## config.mk

```make
export PLATFORM = sky130hd
export DESIGN_NAME = bio_port
export DESIGN_NICKNAME = d
export VERILOG_FILES = /design/src/verilog/bio_pkg.sv /design/src/verilog/bio_port.sv /design/src/verilog/bio_sync.sv /design/src/verilog/bio_buf2.sv
export SDC_FILE = /design/constraint.sdc
export NUM_CORES = 1
export LEC_CHECK = 0
export ABC_AREA = 1
export BUFFER_PORTS_ARGS = -buffer_cell sky130_fd_sc_hd__buf_2
export CAP_MARGIN = 20
export CELL_PAD_IN_SITES_DETAIL_PLACEMENT = 1
export CELL_PAD_IN_SITES_GLOBAL_PLACEMENT = 1
export CORE_MARGIN = 10
export CORE_UTILIZATION = 45
export DETAILED_ROUTE_END_ITERATION = 8
export GPL_TIMING_DRIVEN = 0
export PLACE_DENSITY_LB_ADDON = 0.12
export SYNTH_ARGS = -nofsm -noshare
export SYNTH_HDL_FRONTEND = slang
export SYNTH_HIERARCHICAL = 1
export SYNTH_SLANG_ARGS = --single-unit
```

## constraint.sdc

```tcl
create_clock -name i_ref_clk -period 6.1 [get_ports i_ref_clk]
set_input_delay 0.915 -clock i_ref_clk [delete_from_list [all_inputs] [get_ports i_ref_clk]]
set_output_delay 0.915 -clock i_ref_clk [all_outputs]
set_load 0.01 [all_outputs]
```

## src/verilog/bio_pkg.sv

```systemverilog
// Shared constants and carrier types of the parallel I/O port block
package bio_pkg;

   // ****************************************************
   // Widths
   // ****************************************************
   localparam int BIO_DW = 16;
   localparam int BIO_AW = 3;
   localparam int BIO_FIFO_DEPTH = 2;

   // Device number that the select strobe stands for
   localparam int BIO_UNIT_NUMBER = 8;

   // ****************************************************
   // Word addresses, qualified by the read direction
   // ****************************************************
   localparam logic [BIO_AW-1:0] BIO_ADDR_CTL_STAT = 3'h0;
   localparam logic [BIO_AW-1:0] BIO_ADDR_WORD = 3'h1;

   // ****************************************************
   // Field positions of handshake_control
   // ****************************************************
   localparam int BIO_CTL_OUT_AVAIL_BIT = 0;
   localparam int BIO_CTL_IN_CLEAR_BIT = 1;

   // Field positions of handshake_status
   localparam int BIO_STAT_IN_VALID_BIT = 0;
   localparam int BIO_STAT_OUT_READY_BIT = 1;

   // ****************************************************
   // Reset values (input, handshake and flag lines idle true, pulled up; output word and read data reset to zero)
   // ****************************************************
   localparam logic [1:0] BIO_CTL_RESET = 2'h3;
   localparam logic [BIO_DW-1:0] BIO_IN_RESET = 16'hFFFF;
   localparam logic [BIO_DW-1:0] BIO_OUT_RESET = 16'h0000;
   localparam logic [BIO_DW-1:0] BIO_RDATA_RESET = 16'h0000;
   localparam logic BIO_PIN_IDLE = 1'b1;

   // ****************************************************
   // Carrier types
   // ****************************************************
   typedef struct packed {
      logic sel_n;
      logic [BIO_AW-1:0] addr;
      logic rd_dir;
      logic [BIO_DW-1:0] wdata;
   } bio_hreq_s;

   typedef struct packed {
      logic in_valid;
      logic out_ready;
      logic freeze_n;
      logic drive_en_n;
   } bio_hs_pins_s;

   typedef enum logic [2:0] {
      BIO_OP_NONE,
      BIO_OP_CTL_WR,
      BIO_OP_STAT_RD,
      BIO_OP_OUT_WR,
      BIO_OP_IN_RD
   } bio_op_e;

endpackage

```

## src/verilog/bio_port.sv

```systemverilog
// Sixteen-bit parallel input/output port with handshake flags
`timescale 1ns/1ps
module bio_port
   import bio_pkg::*;
(
   input wire logic i_ref_clk, // 125 MHz clock
   input wire logic i_srst, // Synchronous reset, high
   input wire bio_hreq_s i_hreq, // Host bus request
   output logic o_hwr_ready, // Output word write accepted
   output logic [BIO_DW-1:0] o_hrdata, // Host read data
   output logic o_hrdata_valid, // Read data present, pulse
   input wire logic [BIO_DW-1:0] i_in_lines, // Input pins
   input wire bio_hs_pins_s i_hs_pins, // Handshake/control pins
   output logic [BIO_DW-1:0] o_out_lines, // Output pin levels
   output logic [BIO_DW-1:0] o_out_lines_oe, // Output pin enables
   output logic o_out_data_avail_flag, // Output strobe line
   output logic o_in_clear_flag // Input clear-to-send line
);

   // ****************************************************
   // Helpers
   // ****************************************************

   // Per-bit update: only bits in the change mask are written
   function automatic logic [BIO_DW-1:0] bio_apply_changes(
      input logic [BIO_DW-1:0] cur,
      input logic [BIO_DW-1:0] nxt
   );
      logic [BIO_DW-1:0] diff;
      diff = cur ^ nxt;
      return cur ^ diff;
   endfunction

   // Map select, address and direction onto one operation
   function automatic bio_op_e bio_decode(input bio_hreq_s req);
      bio_op_e op;
      op = BIO_OP_NONE;
      if (!req.sel_n) begin
         if (req.addr == BIO_ADDR_CTL_STAT) begin
            op = req.rd_dir ? BIO_OP_STAT_RD : BIO_OP_CTL_WR;
         end else if (req.addr == BIO_ADDR_WORD) begin
            op = req.rd_dir ? BIO_OP_IN_RD : BIO_OP_OUT_WR;
         end
      end
      return op;
   endfunction

   // ****************************************************
   // Pin synchronisers
   // ****************************************************
   logic [BIO_DW-1:0] in_lines_s;
   bio_hs_pins_s hs_s;

   // Reset to the pulled-up level so an idle port reads all ones
   bio_sync #(
      .W(BIO_DW),
      .RST_VAL(BIO_IN_RESET)
   ) u_sync_in (
      .i_ref_clk(i_ref_clk),
      .i_srst(i_srst),
      .i_async(i_in_lines),
      .o_sync(in_lines_s)
   );

   bio_sync #(
      .W(4),
      .RST_VAL({4{BIO_PIN_IDLE}})
   ) u_sync_hs (
      .i_ref_clk(i_ref_clk),
      .i_srst(i_srst),
      .i_async(i_hs_pins),
      .o_sync(hs_s)
   );

   // ****************************************************
   // Operation decode
   // ****************************************************
   bio_op_e op;
   wire ctl_write_op;
   wire stat_read_op;
   wire outword_write_op;
   wire inword_read_op;
   wire any_read_op;

   assign op = bio_decode(i_hreq);
   assign ctl_write_op = (op == BIO_OP_CTL_WR);
   assign stat_read_op = (op == BIO_OP_STAT_RD);
   assign outword_write_op = (op == BIO_OP_OUT_WR);
   assign inword_read_op = (op == BIO_OP_IN_RD);
   assign any_read_op = stat_read_op || inword_read_op;

   // ****************************************************
   // Control register
   // ****************************************************
   // The flags only reach their pins; nothing in the data path
   // looks at them, so software owns the whole protocol.
   logic [1:0] ctl_reg;
   logic [1:0] ctl_next;

   assign ctl_next = ctl_write_op
      ? {i_hreq.wdata[BIO_CTL_IN_CLEAR_BIT],
         i_hreq.wdata[BIO_CTL_OUT_AVAIL_BIT]}
      : ctl_reg;

   always_ff @(posedge i_ref_clk) begin
      if (i_srst) begin
         ctl_reg <= BIO_CTL_RESET;
      end else begin
         ctl_reg <= ctl_next;
      end
   end

   assign o_out_data_avail_flag = ctl_reg[0];
   assign o_in_clear_flag = ctl_reg[1];

   // ****************************************************
   // Status view
   // ****************************************************
   wire [BIO_DW-1:0] stat_word;

   assign stat_word = {{(BIO_DW-2){1'b0}}, hs_s.out_ready,
      hs_s.in_valid};

   // ****************************************************
   // Input register
   // ****************************************************
   // Tracks the pins while freeze is high; the first cycle it is
   // seen low the register stops, so it keeps the last sample
   // taken before the freeze edge. Two sync stages add latency.
   logic [BIO_DW-1:0] in_word_reg;
   logic [BIO_DW-1:0] in_word_next;

   assign in_word_next = hs_s.freeze_n ? in_lines_s
      : in_word_reg;

   always_ff @(posedge i_ref_clk) begin
      if (i_srst) begin
         in_word_reg <= BIO_IN_RESET;
      end else begin
         in_word_reg <= in_word_next;
      end
   end

   // ****************************************************
   // Output word path
   // ****************************************************
   // Writes pass a two-entry buffer. It drains while the drivers
   // are enabled; with the gate low it holds up to two words and
   // then refuses further writes through o_hwr_ready.
   logic buf_in_ready;
   logic buf_out_valid;
   logic buf_out_ready;
   logic [BIO_DW-1:0] buf_out_data;
   logic [BIO_DW-1:0] out_word_reg;
   logic [BIO_DW-1:0] out_word_next;

   bio_buf2 #(
      .W(BIO_DW),
      .DEPTH(BIO_FIFO_DEPTH)
   ) u_out_buf (
      .i_ref_clk(i_ref_clk),
      .i_srst(i_srst),
      .i_valid(outword_write_op),
      .o_ready(buf_in_ready),
      .i_data(i_hreq.wdata),
      .o_valid(buf_out_valid),
      .i_ready(buf_out_ready),
      .o_data(buf_out_data)
   );

   assign buf_out_ready = hs_s.drive_en_n;
   assign o_hwr_ready = buf_in_ready;

   assign out_word_next = (buf_out_valid && buf_out_ready)
      ? bio_apply_changes(out_word_reg, buf_out_data)
      : out_word_reg;

   always_ff @(posedge i_ref_clk) begin
      if (i_srst) begin
         out_word_reg <= BIO_OUT_RESET;
      end else begin
         out_word_reg <= out_word_next;
      end
   end

   assign o_out_lines = out_word_reg;
   assign o_out_lines_oe = {BIO_DW{hs_s.drive_en_n}};

   // ****************************************************
   // Read data
   // ****************************************************
   wire [BIO_DW-1:0] rd_mux;
   logic [BIO_DW-1:0] rdata_reg;
   logic rvalid_reg;

   assign rd_mux = stat_read_op ? stat_word
      : (inword_read_op ? in_word_reg : BIO_RDATA_RESET);

   always_ff @(posedge i_ref_clk) begin
      if (i_srst) begin
         rdata_reg <= BIO_RDATA_RESET;
         rvalid_reg <= 1'b0;
      end else begin
         rdata_reg <= any_read_op ? rd_mux : rdata_reg;
         rvalid_reg <= any_read_op;
      end
   end

   assign o_hrdata = rdata_reg;
   assign o_hrdata_valid = rvalid_reg;

endmodule

```

## src/verilog/bio_sync.sv

```systemverilog
// Two-flop synchroniser for pin levels, reset to the idle level
`timescale 1ns/1ps
module bio_sync #(
   parameter int W = 1,
   parameter logic [W-1:0] RST_VAL = '0
) (
   input wire logic i_ref_clk, // Clock
   input wire logic i_srst, // Synchronous reset
   input wire logic [W-1:0] i_async, // Pin level
   output logic [W-1:0] o_sync // Synchronised level
);

   logic [W-1:0] meta_reg;
   logic [W-1:0] sync_reg;

   // First stage feeds only the second stage
   always_ff @(posedge i_ref_clk) begin
      if (i_srst) begin
         meta_reg <= RST_VAL;
         sync_reg <= RST_VAL;
      end else begin
         meta_reg <= i_async;
         sync_reg <= meta_reg;
      end
   end

   assign o_sync = sync_reg;

endmodule

```

## src/verilog/bio_buf2.sv

```systemverilog
// Two-entry valid/ready buffer
`timescale 1ns/1ps
module bio_buf2 #(
   parameter int W = 16,
   parameter int DEPTH = 2
) (
   input wire logic i_ref_clk, // Clock
   input wire logic i_srst, // Synchronous reset
   input wire logic i_valid, // Fill side valid
   output logic o_ready, // Fill side ready
   input wire logic [W-1:0] i_data, // Fill side data
   output logic o_valid, // Drain side valid
   input wire logic i_ready, // Drain side ready
   output logic [W-1:0] o_data // Drain side data
);

   localparam int PW = $clog2(DEPTH);
   // Full count sized to the counter; a pointer-wide cast would wrap to 0
   localparam logic [PW:0] FULL_CNT = DEPTH[PW:0];

   logic [W-1:0] mem_reg [DEPTH];
   logic [PW-1:0] wr_ptr_reg;
   logic [PW-1:0] rd_ptr_reg;
   logic [PW:0] cnt_reg;
   logic push;
   logic pop;

   assign o_ready = (cnt_reg != FULL_CNT);
   assign o_valid = (cnt_reg != '0);
   assign o_data = mem_reg[rd_ptr_reg];
   assign push = i_valid && o_ready;
   assign pop = o_valid && i_ready;

   always_ff @(posedge i_ref_clk) begin
      if (push) begin
         mem_reg[wr_ptr_reg] <= i_data;
      end
   end

   always_ff @(posedge i_ref_clk) begin
      if (i_srst) begin
         wr_ptr_reg <= '0;
         rd_ptr_reg <= '0;
         cnt_reg <= '0;
      end else begin
         wr_ptr_reg <= push ? wr_ptr_reg + 1'b1 : wr_ptr_reg;
         rd_ptr_reg <= pop ? rd_ptr_reg + 1'b1 : rd_ptr_reg;
         cnt_reg <= cnt_reg + {{PW{1'b0}}, push} - {{PW{1'b0}}, pop};
      end
   end

endmodule

```

* After elaboration in Yosys (flattened, before gate mapping)
Memory sizes are Yosys's and may differ from the RTL's. A register that Yosys moved wholly into a read port is not among the register bits.
Index checks and enable logic that the tools add are counted.
** Storage, ports and cells
- Register bits :: 95
- Memory bits (writable) :: 32
- Output and inout bits :: 52
- Logic and storage cells :: 41
- Memories :: 1
** Operators by class
- $add $sub $neg :: 4
- Eq/ne operators :: 6
- Multiplexer cells :: 11
- Bitwise logic cells :: 2
- Reduce and logical (&&, ||, !) cells :: 5
** Memories
- u_out_buf.mem_reg :: words 2, bits a word 16, read ports 1, clocked after Yosys merged registers in 1, write ports 1, line bio_buf2.sv:21 : logic [W-1:0] mem_reg [DEPTH];
** Operator list (number)
- two-way mux 16 bit :: 2
- bitwise XOR 16 bit :: 2
- two-way mux 3 bit :: 4
- == test 3 x 1 -> 1 bit, second input constant :: 2
- == test 3 x 2 -> 1 bit, second input constant :: 2
- two-way mux 1 bit :: 4
- == test 3 bit, second input constant :: 1
- logical NOT 3 bit :: 1
- adder 1 bit, second input constant :: 2
- adder 2 x 1 -> 2 bit :: 1
- logical AND 1 bit :: 2
- two-way mux 2 bit :: 1
- inequality test 2 bit, second input constant :: 1
- nonzero test 2 bit :: 1
- subtractor 2 x 1 -> 2 bit :: 1
- logical OR 1 bit :: 1

* Depth between registers and ports, before layout
- Word-level depth :: 8
- Depth in mapped cells :: 12
- Depth with buffers taken out :: 12

* Modules after synthesis
The synthesis kept the hierarchy.
** Modules (own cells, without submodules)
- bio_port :: instances 1, cells each 254, area an instance 2193.4 um^2
- bio_buf2 :: instances 1, cells each 86, area an instance 1460.2 um^2
- bio_sync at u_sync_in :: instances 1, cells each 100, area an instance 923.4 um^2
- bio_sync at u_sync_hs :: instances 1, cells each 25, area an instance 224.0 um^2

* Least setup slack after synthesis
OpenSTA, ideal clock, no wires.
- Path kind :: input to register
- Start point :: input port i_hreq[18] (netlist name)
- End point :: memory u_out_buf.mem_reg[0][0] (enable)
- Library setup time :: 0.388 ns
- Arrival time :: 2.215 ns
- Required time :: 5.712 ns
- Path slack :: 3.497 ns
- Stages :: 5
- Cells stage by stage :: inv_2 -> nand2_2 -> nor4_1 -> nand2_2 -> nor2_1
** On the way
- Word-level cells in the longest chain between the ends :: 8
** RTL lines
- from (decl) :: line bio_port.sv:8 : input wire bio_hreq_s i_hreq,
- == test 3 x 1 -> 1 bit :: line bio_port.sv:41 : end else if (req.addr == BIO_ADDR_WORD) begin
- two-way mux 3 bit :: line bio_port.sv:41
- two-way mux 3 bit (*) :: line bio_port.sv:39 : if (req.addr == BIO_ADDR_CTL_STAT) begin
- two-way mux 3 bit (*) :: line bio_port.sv:38 : if (!req.sel_n) begin
- == test 3 x 2 -> 1 bit (*) :: line bio_port.sv:88 : assign outword_write_op = (op == BIO_OP_OUT_WR);
- via outword_write_op :: line bio_port.sv:81 : wire outword_write_op;
- logical AND 1 bit (*) :: line bio_buf2.sv:31 : assign push = i_valid && o_ready;
- two-way mux 1 bit (*) :: line bio_buf2.sv:35 : if (push) begin
- two-way mux 1 bit (not written as such) (*) :: line bio_buf2.sv:36 : mem_reg[wr_ptr_reg] <= i_data;
- to (decl) :: line bio_buf2.sv:21
Mark *: on every way through the listed nets, which the timed path passes. The rest lies on a longest branch.

* Worst setup path in the final report
- Start point :: register u_sync_hs.sync_reg[0], in the netlist u_sync_hs/o_sync[0]
- End point :: output port o_out_lines_oe[10]
** RTL lines
- from (decl) :: line bio_sync.sv:14 : logic [W-1:0] sync_reg;
- from (signal assigned) :: line bio_sync.sv:23 : sync_reg <= meta_reg;
- to (decl) :: line bio_port.sv:15 : output logic [BIO_DW-1:0] o_out_lines_oe,
No word-level cell between the ends.

==> summary.txt <==
Global route
  • Vias in the first global route: 3,625
  • First-pass GRT wire length: around 18 mm
  • Congestion Overflow GR: 0
  • Total Routing Usage GR: 0.148
  • Largest net degree at the start of global routing: 19
  • Initial antenna violation count: 0

Routing
  • DR WL met3: 525 µm
  • DRC: 0
  • Pre-antenna DRT Iters: 4
  • Detail Route Antenna Nets: 0
  • Final WL: between 10 and 15 mm
  • Drt initial violations: 136
  • Max Used Layer: met4
  • Met2 Wirelength: 6.02 mm
  • Vias: between 3k and 4k
  • Wl on met1: between 4 and 5 mm
  • Via density: about 4.6
  • Wire per inst: approximately 15 µm

Critical path
  • Type of the worst setup path: reg -> out
  • Crit path depth: 2
  • Worst Path Arrival: 1550 ps
  • CP Buf/Inv Count: 2
  • Slowest cell on the critical path: dfxtp_1
  • Worst R2R Setup Slack: about 4200 ps
  • Type of origin of the critical path: flop
  • CP endpoint kind: primary output
  • CP top delay family: flip-flops
  • Slowest cell delay on critical path: roughly 710 ps
  • Worst reg-to-reg path cell count: 9
  • Worst EP required: around 5200 ps
  • Crit-path cells: buf_4, buf_2
  • CP max FO: 18

Floorplan
  • Die H: 123 µm
  • IO Count: 95
  • Core Area: between 0.01 and 0.015 mm²
  • Row Count: 37
  • Die width: roughly 120 µm
  • Initial core utilization: 0.463
  • Die area: approximately 0.015 mm²

Logic synthesis
  • Post-synthesis sequential area ratio: 0.600
  • Post-Syn Nets: 509
  • FFs w/ async S/R, synth: 0
  • #FFs+latches synth: about 130
  • Cell count after synthesis: 465
  • EDFF count, synth: 32
  • Average cell area after synthesis: ~10 µm²
  • Yosys warns: 6
  • Post-synthesis cell area: approximately 0.0048 mm²
  • Post-synth cell types: 29
  • Top FF cell, synth: dfxtp_1

Flow run
  • Number of max-cap violations: 0

Layout
  • Most common cell after layout, fill and taps aside: buf_2
  • Area Overhead vs Synth: 25.6%
  • Fin area: between 0.006 and 0.007 mm²
  • Share of layout cells above drive strength 1: 0.373
  • Reg area: 0.00288 mm²
  • Multi-input gate area: roughly 0.0014 mm²
  • Nets@finish: roughly 620
  • ANT cells: 0
  • Largest register FFs: 32
  • # fillers: between 1k and 1.5k
  • Most frequent cells in the layout: 102 x buf_2, 96 x dfxtp_1, 83 x nand2_1

Timing
  • Sum Neg Setup Slack: 0 ps
  • Clock skew: between 10 and 15 ps
  • Least-Margin Pin Slew: approximately 870 ps
  • Max-slew headroom: 0.420
  • Final setup viols: 0
  • Fin crit share: 0.405
  • Minimum clock period: 2470 ps
  • Max-slew violation count: 0
  • Max Clock Freq: slightly above 400 MHz
  • Unrepaired setup endpoints after global routing: no
  • Hold Vio Cnt, Final: 0

Clocking
  • Cts bufs inserted: 17
  • H-Tree Depth: 4
  • TritonCTS clock tree: done
  • Post-CTS sizing: 0
  • Post-CTS setup buffer count: 0
  • Clk_lat worst skew: 520 ps
  • CTS Sinks: 128
  • Clock-pin slew on the worst setup and hold paths: roughly 60 ps
  • Post-CTS Hold Buffers: 0
  • Clock Tree Buf Depth: 2
  • Root Buffer: clkbuf_8

Power and ir drop
  • Share of total power in the clock network: 0.410
  • Comb pwr share: 0.176
  • Internal Pwr Total: roughly 1.7 mW
  • Psw: between 0.6 and 0.7 mW
  • Sw frac: 0.276
  • Seq pwr share: 0.414
  • Leakage: between 2 and 3 nW
  • Max IR drop VDD: approximately 180 µV
  • Pwr/cell area: around 400 mW/mm²

Placement
  • Final Wtd Congestion: ~0.74
  • Post-DP HPWL: 7.77 mm
  • Port Buffers: 94
  • Area post-placement: approximately 0.0054 mm²

Hold path
  • Worst Hold Depth: 2
  • Hold Crit Class: reg -> reg

Status
  • Status: finished clean
per-stage QoR:
stage | utilization | std cells | total power [mW] | hold slack [ps] | worst slack, ps
floorplan | - | 465 | 1.30 | 387 | 3500
global placement | 0.525 | 695 | 1.41 | 392 | 2940
detailed placement | 0.525 | 696 | 1.44 | 394 | 3300
CTS | 0.582 | 728 | 2.43 | 409 | 3570
global route | 0.582 | 728 | 2.52 | 423 | 3500
finish | 0.582 | 728 | 2.40 | 407 | 3630
worst paths after layout:
check | start | endpoint
worst max-delay path | u_sync_hs/o_sync[0] | o_out_lines_oe[10]
worst min-delay path | u_sync_in/meta_reg[9] | u_sync_in/o_sync[9]
worst max register to register | u_sync_hs/o_sync[0] | u_out_buf/cnt_reg[1]
worst min register to register | u_sync_in/meta_reg[9] | u_sync_in/o_sync[9]
final cells by class:
type	count	area share
multi-input cells	244	0.232
clock inverters	14	0.0257
inverters	58	0.0361
well taps	136	0.0282
plain buffers	35	0.0502
flip-flops and latches	128	0.478
clock buffers	18	0.0709
repair buffers	95	0.0792
kinds of logic after synthesis:
kind of cell / after synthesis / synth area share
xor gates and xnor gates: 1 / 0.00182
buffers and inverters: 93 / 0.108
AOI/OAI and AO/OA: 35 / 0.0467
adders and majority gates: 1 / 0.00261
muxes: 16 / 0.0453
and+or+nand+nor: 191 / 0.195
DFF: 128 / 0.600
synth_stat cells, types with 5 or more instances:
cell       n  area, µm²
a21oi_1    8       40.0
a21oi_2   10       87.6
buf_2      8       40.0
buf_4     15        113
buf_6      6       67.6
dfxtp_1   96       1920
edfxtp_1  32        961
inv_1     55        206
mux2_2     6       67.6
mux2_4    10        150
nand2_1   83        312
nand2_2    5       31.3
nand3_1   33        165
nand3_2   20        200
nor2_1    40        150
o21ai_0   16       80.1
power groups by stage:
stage	clock, mW	sequential, mW	combinational, mW
2_1_floorplan	0	1.03	0.266
3_3_place_gp	0	1.00	0.409
3_5_place_dp	0	1.01	0.425
4_1_cts	1.00	0.994	0.432
5_1_grt	1.04	1.00	0.478
6_report	0.983	0.992	0.421
layer usage:
layer | vias up | GRT usage
met2 | 58 | 0.279
met3 | 12 | 0.0419
met5 | - | 0
met1 | 1561 | 0.150
li1 | 1702 | -
met4 | 0 | 0.0590
tightest hold or removal path: stages, from the launching register on:
cell     delay (ps)
dfxtp_1         300
inv_1            30
nand2_1          40
(Power assumes the default switching activity.)
